`src/sec_pkg.sv`:
```
package sec_pkg;

  // ----------------------------------------------------------------
  // Pins, array shape and command framing
  // ----------------------------------------------------------------
  localparam int NUM_PINS = 3;
  localparam int PIN_CS   = 0;
  localparam int PIN_SK   = 1;
  localparam int PIN_DI   = 2;
  localparam int WORDS    = 16;
  localparam int ADDR_W   = 4;
  localparam int DATA_W   = 16;
  localparam int CMD_W    = 8;
  localparam int OPC_MSB  = 6;
  localparam int OPC_LSB  = 4;
  localparam int HDR_LSB  = 3;

  localparam logic [4:0]  ADDR_LAST    = 5'h06;
  localparam logic [4:0]  SPECIAL_LAST = 5'h07;
  localparam logic [4:0]  DATA_LAST    = 5'h0f;
  localparam logic [4:0]  READ_LAST    = 5'h10;
  localparam logic [1:0]  SPECIAL_LEAD = 2'h3;
  localparam logic [2:0]  OP_READ      = 3'h0;
  localparam logic [2:0]  OP_WRITE     = 3'h4;
  localparam logic [2:0]  OP_ERASE     = 3'h2;
  localparam logic [4:0]  SPECIAL_HDR  = 5'h18;
  localparam logic [2:0]  TAIL_EN      = 3'h1;
  localparam logic [2:0]  TAIL_DIS     = 3'h2;
  localparam logic [2:0]  TAIL_WALL    = 3'h4;
  localparam logic [2:0]  TAIL_EALL    = 3'h5;
  localparam logic [15:0] ERASED_WORD  = 16'hffff;

  // ----------------------------------------------------------------
  // Timing and buffering
  // ----------------------------------------------------------------
  localparam int CLK_MHZ         = 200;
  localparam int PROG_TIME_US    = 10000;
  localparam int PROG_CYCLES_DEF = PROG_TIME_US * CLK_MHZ;
  localparam int PROG_CNT_W      = 22;
  localparam int FIFO_DEPTH      = 32;

  // ----------------------------------------------------------------
  // Types
  // ----------------------------------------------------------------
  typedef enum logic [6:0] {
    ST_OFF   = 7'h01,
    ST_START = 7'h02,
    ST_CMD   = 7'h04,
    ST_DATA  = 7'h08,
    ST_READ  = 7'h10,
    ST_ECHO  = 7'h20,
    ST_DONE  = 7'h40
  } sec_state_t;

  typedef enum logic [3:0] {
    CMD_MORE, CMD_NONE, CMD_READ, CMD_WRITE, CMD_ERASE,
    CMD_EN, CMD_DIS, CMD_WALL, CMD_EALL
  } sec_cmd_t;

  typedef enum logic [1:0] {
    PROG_WORD, PROG_ERASE, PROG_WALL, PROG_EALL
  } sec_prog_t;

  typedef struct packed {
    sec_prog_t          op;
    logic [ADDR_W-1:0]  addr;
    logic [DATA_W-1:0]  data;
  } sec_entry_t;

  localparam int ENTRY_W = $bits(sec_entry_t);

endpackage

```
`src/sec_fifo_if.sv`:
```
`timescale 1ns/1ps
interface sec_fifo_if
  import sec_pkg::*;
#(
  parameter int WIDTH = ENTRY_W
)
();
  logic             pushValid;
  logic             pushReady;
  logic [WIDTH-1:0] pushData;
  logic             popValid;
  logic             popReady;
  logic [WIDTH-1:0] popData;

  modport fill  (output pushValid, output pushData, input pushReady);
  modport store (input pushValid, input pushData, output pushReady,
                 output popValid, output popData, input popReady);
  modport drain (input popValid, input popData, output popReady);
endinterface

```
`src/sec_fifo.sv`:
```
`timescale 1ns/1ps
module sec_fifo
  import sec_pkg::*;
#(
  parameter int WIDTH = ENTRY_W,
  parameter int DEPTH = FIFO_DEPTH
)
(
  input  wire logic mclk,         // System clock.
  input  wire logic reset,        // Synchronous reset.
  sec_fifo_if.store port          // Push and pop sides.
);

  localparam int PTR_W = $clog2(DEPTH);

  logic [WIDTH-1:0] slot [DEPTH];
  logic [PTR_W-1:0] wrPtr;
  logic [PTR_W-1:0] rdPtr;
  logic [PTR_W:0]   fill;
  logic             doPush;
  logic             doPop;

  assign doPush         = port.pushValid && port.pushReady;
  assign doPop          = port.popValid && port.popReady;
  assign port.pushReady = fill != (PTR_W+1)'(DEPTH);
  assign port.popValid  = fill != '0;
  assign port.popData   = slot[rdPtr];

  always_ff @(posedge mclk)
  begin
    if (doPush)
    begin
      slot[wrPtr] <= port.pushData;
    end
  end

  // Pointers wrap naturally, so DEPTH must be a power of two.
  always_ff @(posedge mclk)
  begin
    if (reset)
    begin
      wrPtr <= '0;
      rdPtr <= '0;
      fill  <= '0;
    end
    else
    begin
      if (doPush)
      begin
        wrPtr <= wrPtr + 1'b1;
      end
      if (doPop)
      begin
        rdPtr <= rdPtr + 1'b1;
      end
      if (doPush && !doPop)
      begin
        fill <= fill + 1'b1;
      end
      else if (doPop && !doPush)
      begin
        fill <= fill - 1'b1;
      end
    end
  end

endmodule

```
`src/sec_port.sv`:
```
`timescale 1ns/1ps
// Function
// - All bits move on serial clock rising edge; the echo copies data-in on every system clock instead.
// - Select rise, then data-in one is start.
// - One instruction per chip-select rising edge.
// - Read, write, erase codes carry 4-bit address.
// - Fixed codes enable and disable erase/write.
// - Fixed codes erase all and write all.
// - Read output: dummy zero, then 16 bits.
// - Data-in ignored during read and after command.
// - After 16 read bits, echo data-in out.
// - Output released unless selected in read mode.
// - Write: command, 16 bits, select low 10ms.
// - Erase kinds: command, then select low 10ms.
// - Select fall powers programming, rise stops it.
// - Programming completes with serial clock stopped.
// - Free-running serial clock never disturbs contents.
module sec_port
  import sec_pkg::*;
#(
  parameter int PROG_CYCLES = PROG_CYCLES_DEF
)
(
  input  wire logic mclk,              // System clock, 200 MHz.
  input  wire logic reset,             // Synchronous reset.
  input  wire logic chipSelect,        // Chip select pin, high active.
  input  wire logic serial_clock_in,   // Serial clock pin.
  input  wire logic serial_data_in,    // Serial data input pin.
  output logic      serialDataOut,     // Serial data output value.
  output logic      serialDataOutEn,   // Data output drive enable.
  output logic      progVoltageOn,     // Programming voltage request.
  output logic      eraseWriteEnabled  // Erase/write unlocked.
);

  localparam logic [PROG_CNT_W-1:0] PROG_LAST =
    PROG_CNT_W'(PROG_CYCLES - 1);

  // ----------------------------------------------------------------
  // Pin synchronisation
  // ----------------------------------------------------------------
  logic [NUM_PINS-1:0] pins;
  logic [NUM_PINS-1:0] pinLevel;
  logic [NUM_PINS-1:0] pinRise;
  logic [NUM_PINS-1:0] pinFall;
  logic                csLvl;
  logic                csRise;
  logic                csFall;
  logic                skRise;
  logic                diLvl;

  assign pins[PIN_CS] = chipSelect;
  assign pins[PIN_SK] = serial_clock_in;
  assign pins[PIN_DI] = serial_data_in;

  sec_sync #(
    .WIDTH (NUM_PINS)
  ) u_sync (
    .mclk  (mclk),
    .reset (reset),
    .pinIn (pins),
    .level (pinLevel),
    .rise  (pinRise),
    .fall  (pinFall)
  );

  assign csLvl  = pinLevel[PIN_CS];
  assign csRise = pinRise[PIN_CS];
  assign csFall = pinFall[PIN_CS];
  assign skRise = pinRise[PIN_SK] && pinLevel[PIN_CS];
  assign diLvl  = pinLevel[PIN_DI];

  // ----------------------------------------------------------------
  // Command decode
  // ----------------------------------------------------------------
  sec_state_t        state;
  sec_cmd_t          cmdKind;
  logic [4:0]        bitCnt;
  logic [CMD_W-1:0]  shiftReg;
  logic [CMD_W-1:0]  cmdShift;
  logic [ADDR_W-1:0] cmdAddr;
  sec_prog_t         cmdOp;
  logic [DATA_W-1:0] dataReg;
  logic [DATA_W-1:0] readShift;
  logic              armed;
  logic              pushPend;
  logic              lastData;
  logic              progRun;
  logic              progDone;
  logic [PROG_CNT_W-1:0] progCnt;
  logic [DATA_W-1:0] mem [WORDS];
  sec_entry_t        head;

  assign cmdShift = {shiftReg[CMD_W-2:0], diLvl};
  assign lastData = state == ST_DATA && bitCnt == DATA_LAST;

  always_comb
  begin
    cmdKind = CMD_MORE;
    if (bitCnt == ADDR_LAST &&
        cmdShift[OPC_MSB:OPC_MSB-1] != SPECIAL_LEAD)
    begin
      case (cmdShift[OPC_MSB:OPC_LSB])
        OP_READ:  cmdKind = CMD_READ;
        OP_WRITE: cmdKind = CMD_WRITE;
        OP_ERASE: cmdKind = CMD_ERASE;
        default:  cmdKind = CMD_NONE;
      endcase
    end
    else if (bitCnt == SPECIAL_LAST)
    begin
      cmdKind = CMD_NONE;
      if (cmdShift[CMD_W-1:HDR_LSB] == SPECIAL_HDR)
      begin
        case (cmdShift[HDR_LSB-1:0])
          TAIL_EN:   cmdKind = CMD_EN;
          TAIL_DIS:  cmdKind = CMD_DIS;
          TAIL_WALL: cmdKind = CMD_WALL;
          TAIL_EALL: cmdKind = CMD_EALL;
          default:   cmdKind = CMD_NONE;
        endcase
      end
    end
  end

  // ----------------------------------------------------------------
  // Instruction sequencer
  // ----------------------------------------------------------------
  // Once a command has been taken, only a fresh select rise restarts.
  always_ff @(posedge mclk)
  begin
    if (reset)
    begin
      state <= ST_OFF;
    end
    else if (csRise)
    begin
      state <= ST_START;
    end
    else if (!csLvl)
    begin
      state <= ST_OFF;
    end
    else if (skRise)
    begin
      unique case (state)
        ST_OFF:   state <= ST_OFF;
        ST_START:
        begin
          if (diLvl)
          begin
            state <= ST_CMD;
          end
        end
        ST_CMD:
        begin
          if (cmdKind == CMD_READ)
          begin
            state <= ST_READ;
          end
          else if (cmdKind == CMD_WRITE || cmdKind == CMD_WALL)
          begin
            state <= ST_DATA;
          end
          else if (cmdKind != CMD_MORE)
          begin
            state <= ST_DONE;
          end
        end
        ST_DATA:
        begin
          if (lastData)
          begin
            state <= ST_DONE;
          end
        end
        ST_READ:
        begin
          if (bitCnt == READ_LAST)
          begin
            state <= ST_ECHO;
          end
        end
        ST_ECHO:  state <= ST_ECHO;
        ST_DONE:  state <= ST_DONE;
        default:  state <= ST_OFF;
      endcase
    end
  end

  always_ff @(posedge mclk)
  begin
    if (reset || csRise)
    begin
      bitCnt   <= '0;
      shiftReg <= '0;
    end
    else if (skRise && state == ST_CMD)
    begin
      shiftReg <= cmdShift;
      bitCnt   <= (cmdKind == CMD_MORE) ? bitCnt + 5'h01 : 5'h00;
    end
    else if (skRise && (state == ST_DATA || state == ST_READ))
    begin
      bitCnt <= bitCnt + 5'h01;
    end
  end

  always_ff @(posedge mclk)
  begin
    if (reset)
    begin
      cmdAddr <= '0;
      cmdOp   <= PROG_WORD;
    end
    else if (skRise && state == ST_CMD)
    begin
      if (cmdKind == CMD_WRITE || cmdKind == CMD_ERASE ||
          cmdKind == CMD_READ)
      begin
        cmdAddr <= cmdShift[ADDR_W-1:0];
      end
      if (cmdKind == CMD_WRITE)
      begin
        cmdOp <= PROG_WORD;
      end
      else if (cmdKind == CMD_ERASE)
      begin
        cmdOp <= PROG_ERASE;
      end
      else if (cmdKind == CMD_WALL)
      begin
        cmdOp <= PROG_WALL;
      end
      else if (cmdKind == CMD_EALL)
      begin
        cmdOp <= PROG_EALL;
      end
    end
  end

  always_ff @(posedge mclk)
  begin
    if (reset)
    begin
      dataReg <= '0;
    end
    else if (skRise && state == ST_DATA)
    begin
      dataReg <= {dataReg[DATA_W-2:0], diLvl};
    end
  end

  // Disabled from power-up so supply glitches cannot alter contents.
  always_ff @(posedge mclk)
  begin
    if (reset)
    begin
      eraseWriteEnabled <= 1'b0;
    end
    else if (skRise && state == ST_CMD)
    begin
      if (cmdKind == CMD_EN)
      begin
        eraseWriteEnabled <= 1'b1;
      end
      else if (cmdKind == CMD_DIS)
      begin
        eraseWriteEnabled <= 1'b0;
      end
    end
  end

  always_ff @(posedge mclk)
  begin
    if (reset || csRise)
    begin
      armed <= 1'b0;
    end
    else if (skRise && eraseWriteEnabled &&
             ((state == ST_CMD &&
               (cmdKind == CMD_ERASE || cmdKind == CMD_EALL)) ||
              lastData))
    begin
      armed <= 1'b1;
    end
  end

  // ----------------------------------------------------------------
  // Read data train
  // ----------------------------------------------------------------
  always_ff @(posedge mclk)
  begin
    if (reset)
    begin
      serialDataOut <= 1'b0;
      readShift     <= '0;
    end
    else if (skRise && state == ST_CMD && cmdKind == CMD_READ)
    begin
      readShift     <= mem[cmdShift[ADDR_W-1:0]];
      serialDataOut <= 1'b0;
    end
    else if (skRise && state == ST_READ && bitCnt != READ_LAST)
    begin
      serialDataOut <= readShift[DATA_W-1];
      readShift     <= {readShift[DATA_W-2:0], 1'b0};
    end
    else if (csLvl && state == ST_ECHO)
    begin
      serialDataOut <= diLvl;
    end
  end

  assign serialDataOutEn = state == ST_READ || state == ST_ECHO;

  // ----------------------------------------------------------------
  // Programming queue
  // ----------------------------------------------------------------
  sec_fifo_if #(
    .WIDTH (ENTRY_W)
  ) progQ ();

  sec_fifo #(
    .WIDTH (ENTRY_W),
    .DEPTH (FIFO_DEPTH)
  ) u_fifo (
    .mclk  (mclk),
    .reset (reset),
    .port  (progQ)
  );

  assign progQ.pushValid = pushPend;
  assign progQ.pushData  = {cmdOp, cmdAddr, dataReg};
  assign head            = sec_entry_t'(progQ.popData);

  // A pending push waits for queue space; a new select rise drops it.
  always_ff @(posedge mclk)
  begin
    if (reset)
    begin
      progVoltageOn <= 1'b0;
      pushPend      <= 1'b0;
    end
    else if (csRise)
    begin
      progVoltageOn <= 1'b0;
      pushPend      <= 1'b0;
    end
    else if (csFall && armed)
    begin
      progVoltageOn <= 1'b1;
      pushPend      <= 1'b1;
    end
    else if (pushPend && progQ.pushReady)
    begin
      pushPend <= 1'b0;
    end
  end

  // ----------------------------------------------------------------
  // Programming engine
  // ----------------------------------------------------------------
  // Timed on the system clock alone, so a stopped serial clock is fine.
  assign progRun        = progQ.popValid && progVoltageOn;
  assign progDone       = progRun && progCnt == PROG_LAST;
  assign progQ.popReady = progDone || (progQ.popValid && !progVoltageOn);

  always_ff @(posedge mclk)
  begin
    if (reset || !progRun || progDone)
    begin
      progCnt <= '0;
    end
    else
    begin
      progCnt <= progCnt + 1'b1;
    end
  end

  // The array has no reset: its contents are meant to survive one.
  genvar w;
  generate
    for (w = 0; w < WORDS; w++)
    begin : g_word
      always_ff @(posedge mclk)
      begin
        if (progDone && (head.op == PROG_WALL || head.op == PROG_EALL ||
                         head.addr == ADDR_W'(w)))
        begin
          mem[w] <= (head.op == PROG_WORD || head.op == PROG_WALL) ?
                    head.data : ERASED_WORD;
        end
      end
    end
  endgenerate

endmodule

```
`src/sec_sync.sv`:
```
`timescale 1ns/1ps
module sec_sync
  import sec_pkg::*;
#(
  parameter int WIDTH = NUM_PINS
)
(
  input  wire logic             mclk,   // System clock.
  input  wire logic             reset,  // Synchronous reset.
  input  wire logic [WIDTH-1:0] pinIn,  // Pins from outside.
  output logic      [WIDTH-1:0] level,  // Synchronised level.
  output logic      [WIDTH-1:0] rise,   // One-cycle rising edge.
  output logic      [WIDTH-1:0] fall    // One-cycle falling edge.
);

  genvar i;
  generate
    for (i = 0; i < WIDTH; i++)
    begin : g_pin
      logic meta;
      logic stable;
      logic prev;
      // Only the second stage and later are looked at by any logic.
      always_ff @(posedge mclk)
      begin
        if (reset)
        begin
          meta   <= 1'b0;
          stable <= 1'b0;
          prev   <= 1'b0;
        end
        else
        begin
          meta   <= pinIn[i];
          stable <= meta;
          prev   <= stable;
        end
      end
      assign level[i] = stable;
      assign rise[i]  = stable & ~prev;
      assign fall[i]  = ~stable & prev;
    end
  endgenerate

endmodule
```
`config.mk`:
```
export PLATFORM = sky130hd
export DESIGN_NAME = sec_port
export DESIGN_NICKNAME = d
export VERILOG_FILES = /design/src/sec_pkg.sv /design/src/sec_fifo_if.sv /design/src/sec_fifo.sv /design/src/sec_port.sv /design/src/sec_sync.sv
export SDC_FILE = /design/constraint.sdc
export NUM_CORES = 1
export LEC_CHECK = 0
export BUFFER_PORTS_ARGS = -buffer_cell sky130_fd_sc_hd__buf_4
export CORE_ASPECT_RATIO = 0.7
export CORE_MARGIN = 8
export CORE_UTILIZATION = 60
export CTS_BUF_LIST = sky130_fd_sc_hd__clkbuf_8
export CTS_CLUSTER_DIAMETER = 50
export DETAILED_ROUTE_END_ITERATION = 8
export GPL_ROUTABILITY_DRIVEN = 0
export PLACE_DENSITY = 0.76
export RECOVER_POWER = 100
export SYNTH_ARGS = -nofsm -noshare
export SYNTH_HDL_FRONTEND = slang
export SYNTH_HIERARCHICAL = 1
export SYNTH_SLANG_ARGS = --single-unit
```
`constraint.sdc`:
```
create_clock -name mclk -period 4.99 [get_ports mclk]
set_clock_uncertainty 0.15 [all_clocks]
set_input_delay 0.2495 -clock mclk [delete_from_list [all_inputs] [get_ports mclk]]
set_output_delay 0.2495 -clock mclk [all_outputs]
set_load 0.03 [all_outputs]
```
[Word level (Yosys, flattened, before mapping)]
Memory sizes are Yosys's and may differ from the RTL's. A register that Yosys moved wholly into a read port is not among the register bits.
Cells that the tools add are included.
Widths: inputs -> output; s select.
Cells by class
  $add $sub $neg: 6
  eq/ne operators: 54
  multiplexer cells: 69
  bitwise operators: 6
  reduce and logical (&&, ||, !) cells: 91
Operators with widths (number)
  $mux 16: 3
  $mux 7: 6
  $pmux 7 s6: 1
  $mux 1: 40
  $logic_and 1x1->1: 37
  $eq 4x4->1 const B: 9
  $eq 4x3->1 const B: 8
  $logic_or 1x1->1: 29
  $mux 5: 5
  $add 22x1->22 const B: 1
  $eq 22x21->1 const B: 1
  $eq 4x2->1 const B: 4
  $pmux 4 s4: 1
  $add 5x1->5 const B: 3
  $mux 2: 7
  $mux 4: 3
  $mux 6: 2
  $ne 4x4->1 const B: 3
  $ne 6x6->1 const B: 2
  $reduce_bool 2->1: 6
  $eq 5x3->1 const B: 2
  $eq 5x5->1 const B: 2
  $reduce_and 5->1: 2
  $eq 3x3->1 const B: 3
  30 further kinds: 46
Word-level totals
  flip-flop bits (word level): 108
  RAM bits: 960
  bits of input ports: 5
  logic and storage cells: 253
  memories kept: 2
Memories
  u_fifo.slot: depth 32, width 22, read ports 1, clocked after Yosys merged registers in 1, write ports 1, line sec_fifo.sv:16  | logic [WIDTH-1:0] slot [DEPTH];
  mem: depth 16, width 16, read ports 1, clocked after Yosys merged registers in 0, write ports 16, line sec_port.sv:90  | logic [DATA_W-1:0] mem [WORDS];

[Depth between registers and ports, before layout]
  word-level depth: 13
  mapped depth: 16
  gate-level depth less buffers: 14

[Hierarchy]
Netlist, hierarchy kept.
By module, submodules not included
  sec_fifo: instances 1, cells an instance 1415, area each 27931.8 um2, seq. area each 21560.7 um2
  sec_port: instances 1, cells an instance 869, area each 13984.7 um2, seq. area each 9369.0 um2
  sec_sync: instances 1, cells an instance 27, area each 296.5 um2, seq. area each 180.2 um2

[Worst setup path before layout]
Ideal clock, no wire load.
  kind: reg-to-reg
  from: register u_fifo.fill[4]
  to: register u_fifo.fill[5]
  setup time: 0.062 ns
  arrival: 3.383 ns
  required time: 4.778 ns
  slack: 1.395 ns
  cell stages (with the launch flop): 17
  cells stage by stage: dfxtp_1 > or4_4 > buf_6 > nor2_1 > nand2_1 > nand3_1 > or4_1 > clkbuf_1 > o21ai_0 > o31ai_4 > ha_1 > inv_1 > ha_1 > and3_2 > a2111oi_0 > o22ai_1 > nand3_1
On the way
  longest elaborated chain between the ends: 8
  elaborated cells on any way between the ends: 17
RTL lines
  start: declaration: line sec_fifo.sv:19  | logic [PTR_W:0] fill;
  start signal: assignment: line sec_fifo.sv:58  | fill <= fill + 1'b1;
  start signal: assignment: line sec_fifo.sv:62  | fill <= fill - 1'b1;
  $reduce_bool 6->1 (*): line sec_fifo.sv:26  | assign port.popValid = fill != '0;
  named net progQ.popValid: line sec_fifo_if.sv:11  | logic popValid;
  $logic_and 1x1->1: line sec_port.sv:364  | assign progRun = progQ.popValid && progVoltageOn;
  $logic_and 1x1->1: line sec_port.sv:365  | assign progDone = progRun && progCnt == PROG_LAST;
  $logic_or 1x1->1 (*): line sec_port.sv:366  | assign progQ.popReady = progDone || (progQ.popValid && !progVoltageOn);
  named net progQ.popReady: line sec_fifo_if.sv:12  | logic popReady;
  $logic_and 1x1->1 (*): line sec_fifo.sv:24  | assign doPop = port.popValid && port.popReady;
  $logic_not 1->1: line sec_fifo.sv:56  | if (doPush && !doPop)
  $logic_and 1x1->1: line sec_fifo.sv:56
  $mux 6 or $reduce_bool 2->1 (tied branches)
Mark *: on every way through the listed nets, which the timed path passes. The rest lies on a longest branch. The select of a mux whose other input is x is not followed.
A chain may end at the register's enable or synchronous reset.

[Final worst setup path]
  from: register u_fifo.fill[0]
  to: memory u_fifo/slot[8][10] in the netlist's numbering, enable pin
On the way
  longest elaborated chain between the ends: 4
RTL lines
  $ne 6x6->1: line sec_fifo.sv:25  | assign port.pushReady = fill != (PTR_W+1)'(DEPTH);
  $logic_and 1x1->1: line sec_fifo.sv:23  | assign doPush = port.pushValid && port.pushReady;
  $mux 1: line sec_fifo.sv:31  | if (doPush)
  $mux 1 (implied by the code): line sec_fifo.sv:33  | slot[wrPtr] <= port.pushData;
  end: declaration: line sec_fifo.sv:16
No other way between the ends.

==> flow_summary.json <==
{
  "ir_drop_mv": 0.3210,
  "outcome": "finished with violations",
  "syn_avg_cell_area_um2": 18.29,
  "whs_endpoint": "u_sync/g_pin[2].meta$_SDFF_PP0_",
  "critPathLaunchType": "flip-flop",
  "dieArea_mm2": 0.07914,
  "die_x_um": 332.8,
  "cts-root-buf": "clkbuf_8",
  "synth_cells": 2305,
  "ctsResizeCount": 0,
  "hold_viol_final": 0,
  "cts_buffer_depth": 3,
  "cts.clk_slew.worst_paths_ps": 60,
  "syn2layout_area_growth_pct": 8.903,
  "crit_arrival_ps": 4740,
  "drtIter0Drc": 2731,
  "cap_violations": 27,
  "rsz0062_at_grt": "false",
  "grt_usage_pct": 23.60,
  "hold_depth": 3,
  "rows": 81,
  "vias": 22490,
  "crit_path_end_kind": "flip-flop",
  "rr_startpoint": "u_fifo/fill[0]$_SDFFE_PP0P_",
  "hpwl_mm": 53.42,
  "critPathMaxFanout": 22,
  "p_leak_nw": 14.21,
  "total_power_w": 0.01857,
  "critical_path_class": "reg2reg",
  "first_global_vias": 22130,
  "die_h_um": 237.8,
  "core-area_mm2": 0.06973,
  "h-tree-depth": 4,
  "fin_tns_setup_ps": 0,
  "powerDensity_mw_per_mm2": 404.5,
  "timing.hold.ws_ps": 84.60,
  "cts.sinks": 1073,
  "wl_per_cell_um": 27.32,
  "layout_commonest_cell": "edfxtp_1",
  "layout_min_cycle_time_ps": 4576,
  "dp.cells": 3158,
  "clock_latency_ps": 800,
  "finalMaxSlewViolations": 668,
  "layout.nets": 2425,
  "cts_buffers": 152,
  "finalCritPeriodShare_pct": 91.70,
  "finalSetupViolCount": 0,
  "layout.cells.most_common_list": "edfxtp_1 (960), mux2i_1 (201), mux4_2 (168)",
  "viasPerCell": 6.550,
  "drtAntennaViolNets": 0,
  "ys_warn_count": 6,
  "antennaDiodeCount": 0,
  "ioPinCount": 9,
  "violations": "capacitance limit, slew limit",
  "slew_headroom_pct": -133.1,
  "drive_gt1_share_pct": 17.97,
  "stdcell_count": 3434,
  "drt-total-wl_mm": 93.81,
  "start_util_pct": 60.47,
  "worstMarginPinSlew_ps": 3496,
  "max_freq_mhz": 218.5,
  "rr_endpoint": "u_fifo/slot[8][10]$_DFFE_PP_",
  "netlist_area_mm2": 0.04216,
  "grt.overflow.total": 0,
  "critPathRequiredTime_ps": 5160,
  "hold_path.class": "in2reg",
  "first_pass_iters": 6,
  "antenna_found_initial": 0,
  "rrSetupSlack_ps": 410,
  "grt_max_degree": 71,
  "hold_start": "serial_data_in",
  "drc_errors": 0,
  "synth_fp_nets": 2327,
  "port_buffers": 8,
  "reg2reg_depth": 4,
  "cts_tree": "yes",
  "grt_pass1_wl_mm": 140.0
}
## worst max path at each step
stage / cells after the start / endpoint / startpoint / slack (ps)
CTS: 15 / u_fifo/fill[5]$_SDFFE_PP0P_ / u_fifo/fill[4]$_SDFFE_PP0P_ / 1080
global placement: 15 / u_fifo/fill[5]$_SDFFE_PP0P_ / u_fifo/fill[4]$_SDFFE_PP0P_ / 1140
detailed placement: 14 / u_fifo/fill[4]$_SDFFE_PP0P_ / u_fifo/fill[5]$_SDFFE_PP0P_ / 1110
global route: 8 / mem[2][8]$_DFFE_PP_ / flip-flop / 340
finish: 4 / u_fifo/slot[8][10]$_DFFE_PP_ / u_fifo/fill[0]$_SDFFE_PP0P_ / 410
floorplan: 16 / u_fifo/fill[5]$_SDFFE_PP0P_ / u_fifo/fill[4]$_SDFFE_PP0P_ / 1390
## area by class of cell
cell class | instances | area [µm²]
sequential | 1073 | 31100
tap | 913 | 1142
fill | 4509 | 23810
inverter | 17 | 63.81
clock buffer | 158 | 2175
timing repair buffer | 78 | 530.5
clock inverter | 114 | 510.5
multi-input combinational | 1081 | 10400
## through the flow
| step | utilization [%] | area, µm² | worst slack (ps) |
|---|---|---|---|
| 2_1_floorplan | - | 42160 | 1395 |
| 3_3_place_gp | 62.35 | 43470 | 1137 |
| 3_5_place_dp | 62.35 | 43470 | 1105 |
| 4_1_cts | 66.26 | 46200 | 1077 |
| 5_1_grt | 65.85 | 45910 | 337.7 |
| 6_report | 65.85 | 45910 | 414.1 |
## per-layer routing
metal / up-vias / track usage (%) / part of all wire [%]
met4: 0 / 7.456 / 2.3
met3: 159 / 5.288 / 11
met2: 1288 / 34.48 / 45
met5: - / 0 / 0
li1: 9534 / - / -
met1: 11510 / 35.68 / 42
## state kept, by name, indices dropped and copies added, names as in the netlist, 6 cells and up, named ones only
name	flops
shiftReg	7
state	7
u_fifo/fill	6
progCnt	22
mem	256
dataReg	16
readShift	16
u_fifo/slot	704
## repair_timing
action / in CTS / in global routing
buffers inserted: 0 / 0
endpoints found under the hold margin: 34 / 0
hold buffers: 4 / 0
## report_power, final
part           switching, W  internal (W)
logic               0.00139      0.000803
clock network       0.00321       0.00295
registers          0.000124        0.0101
total               0.00472        0.0138
## critical path, stage by stage, from the launching register on
cell	delay, ps
dfxtp_1	380
or4_1	280
o31a_1	380
nand2_1	310
nor2_1	2550
No activity file was read; power rests on OpenSTA's default activity.
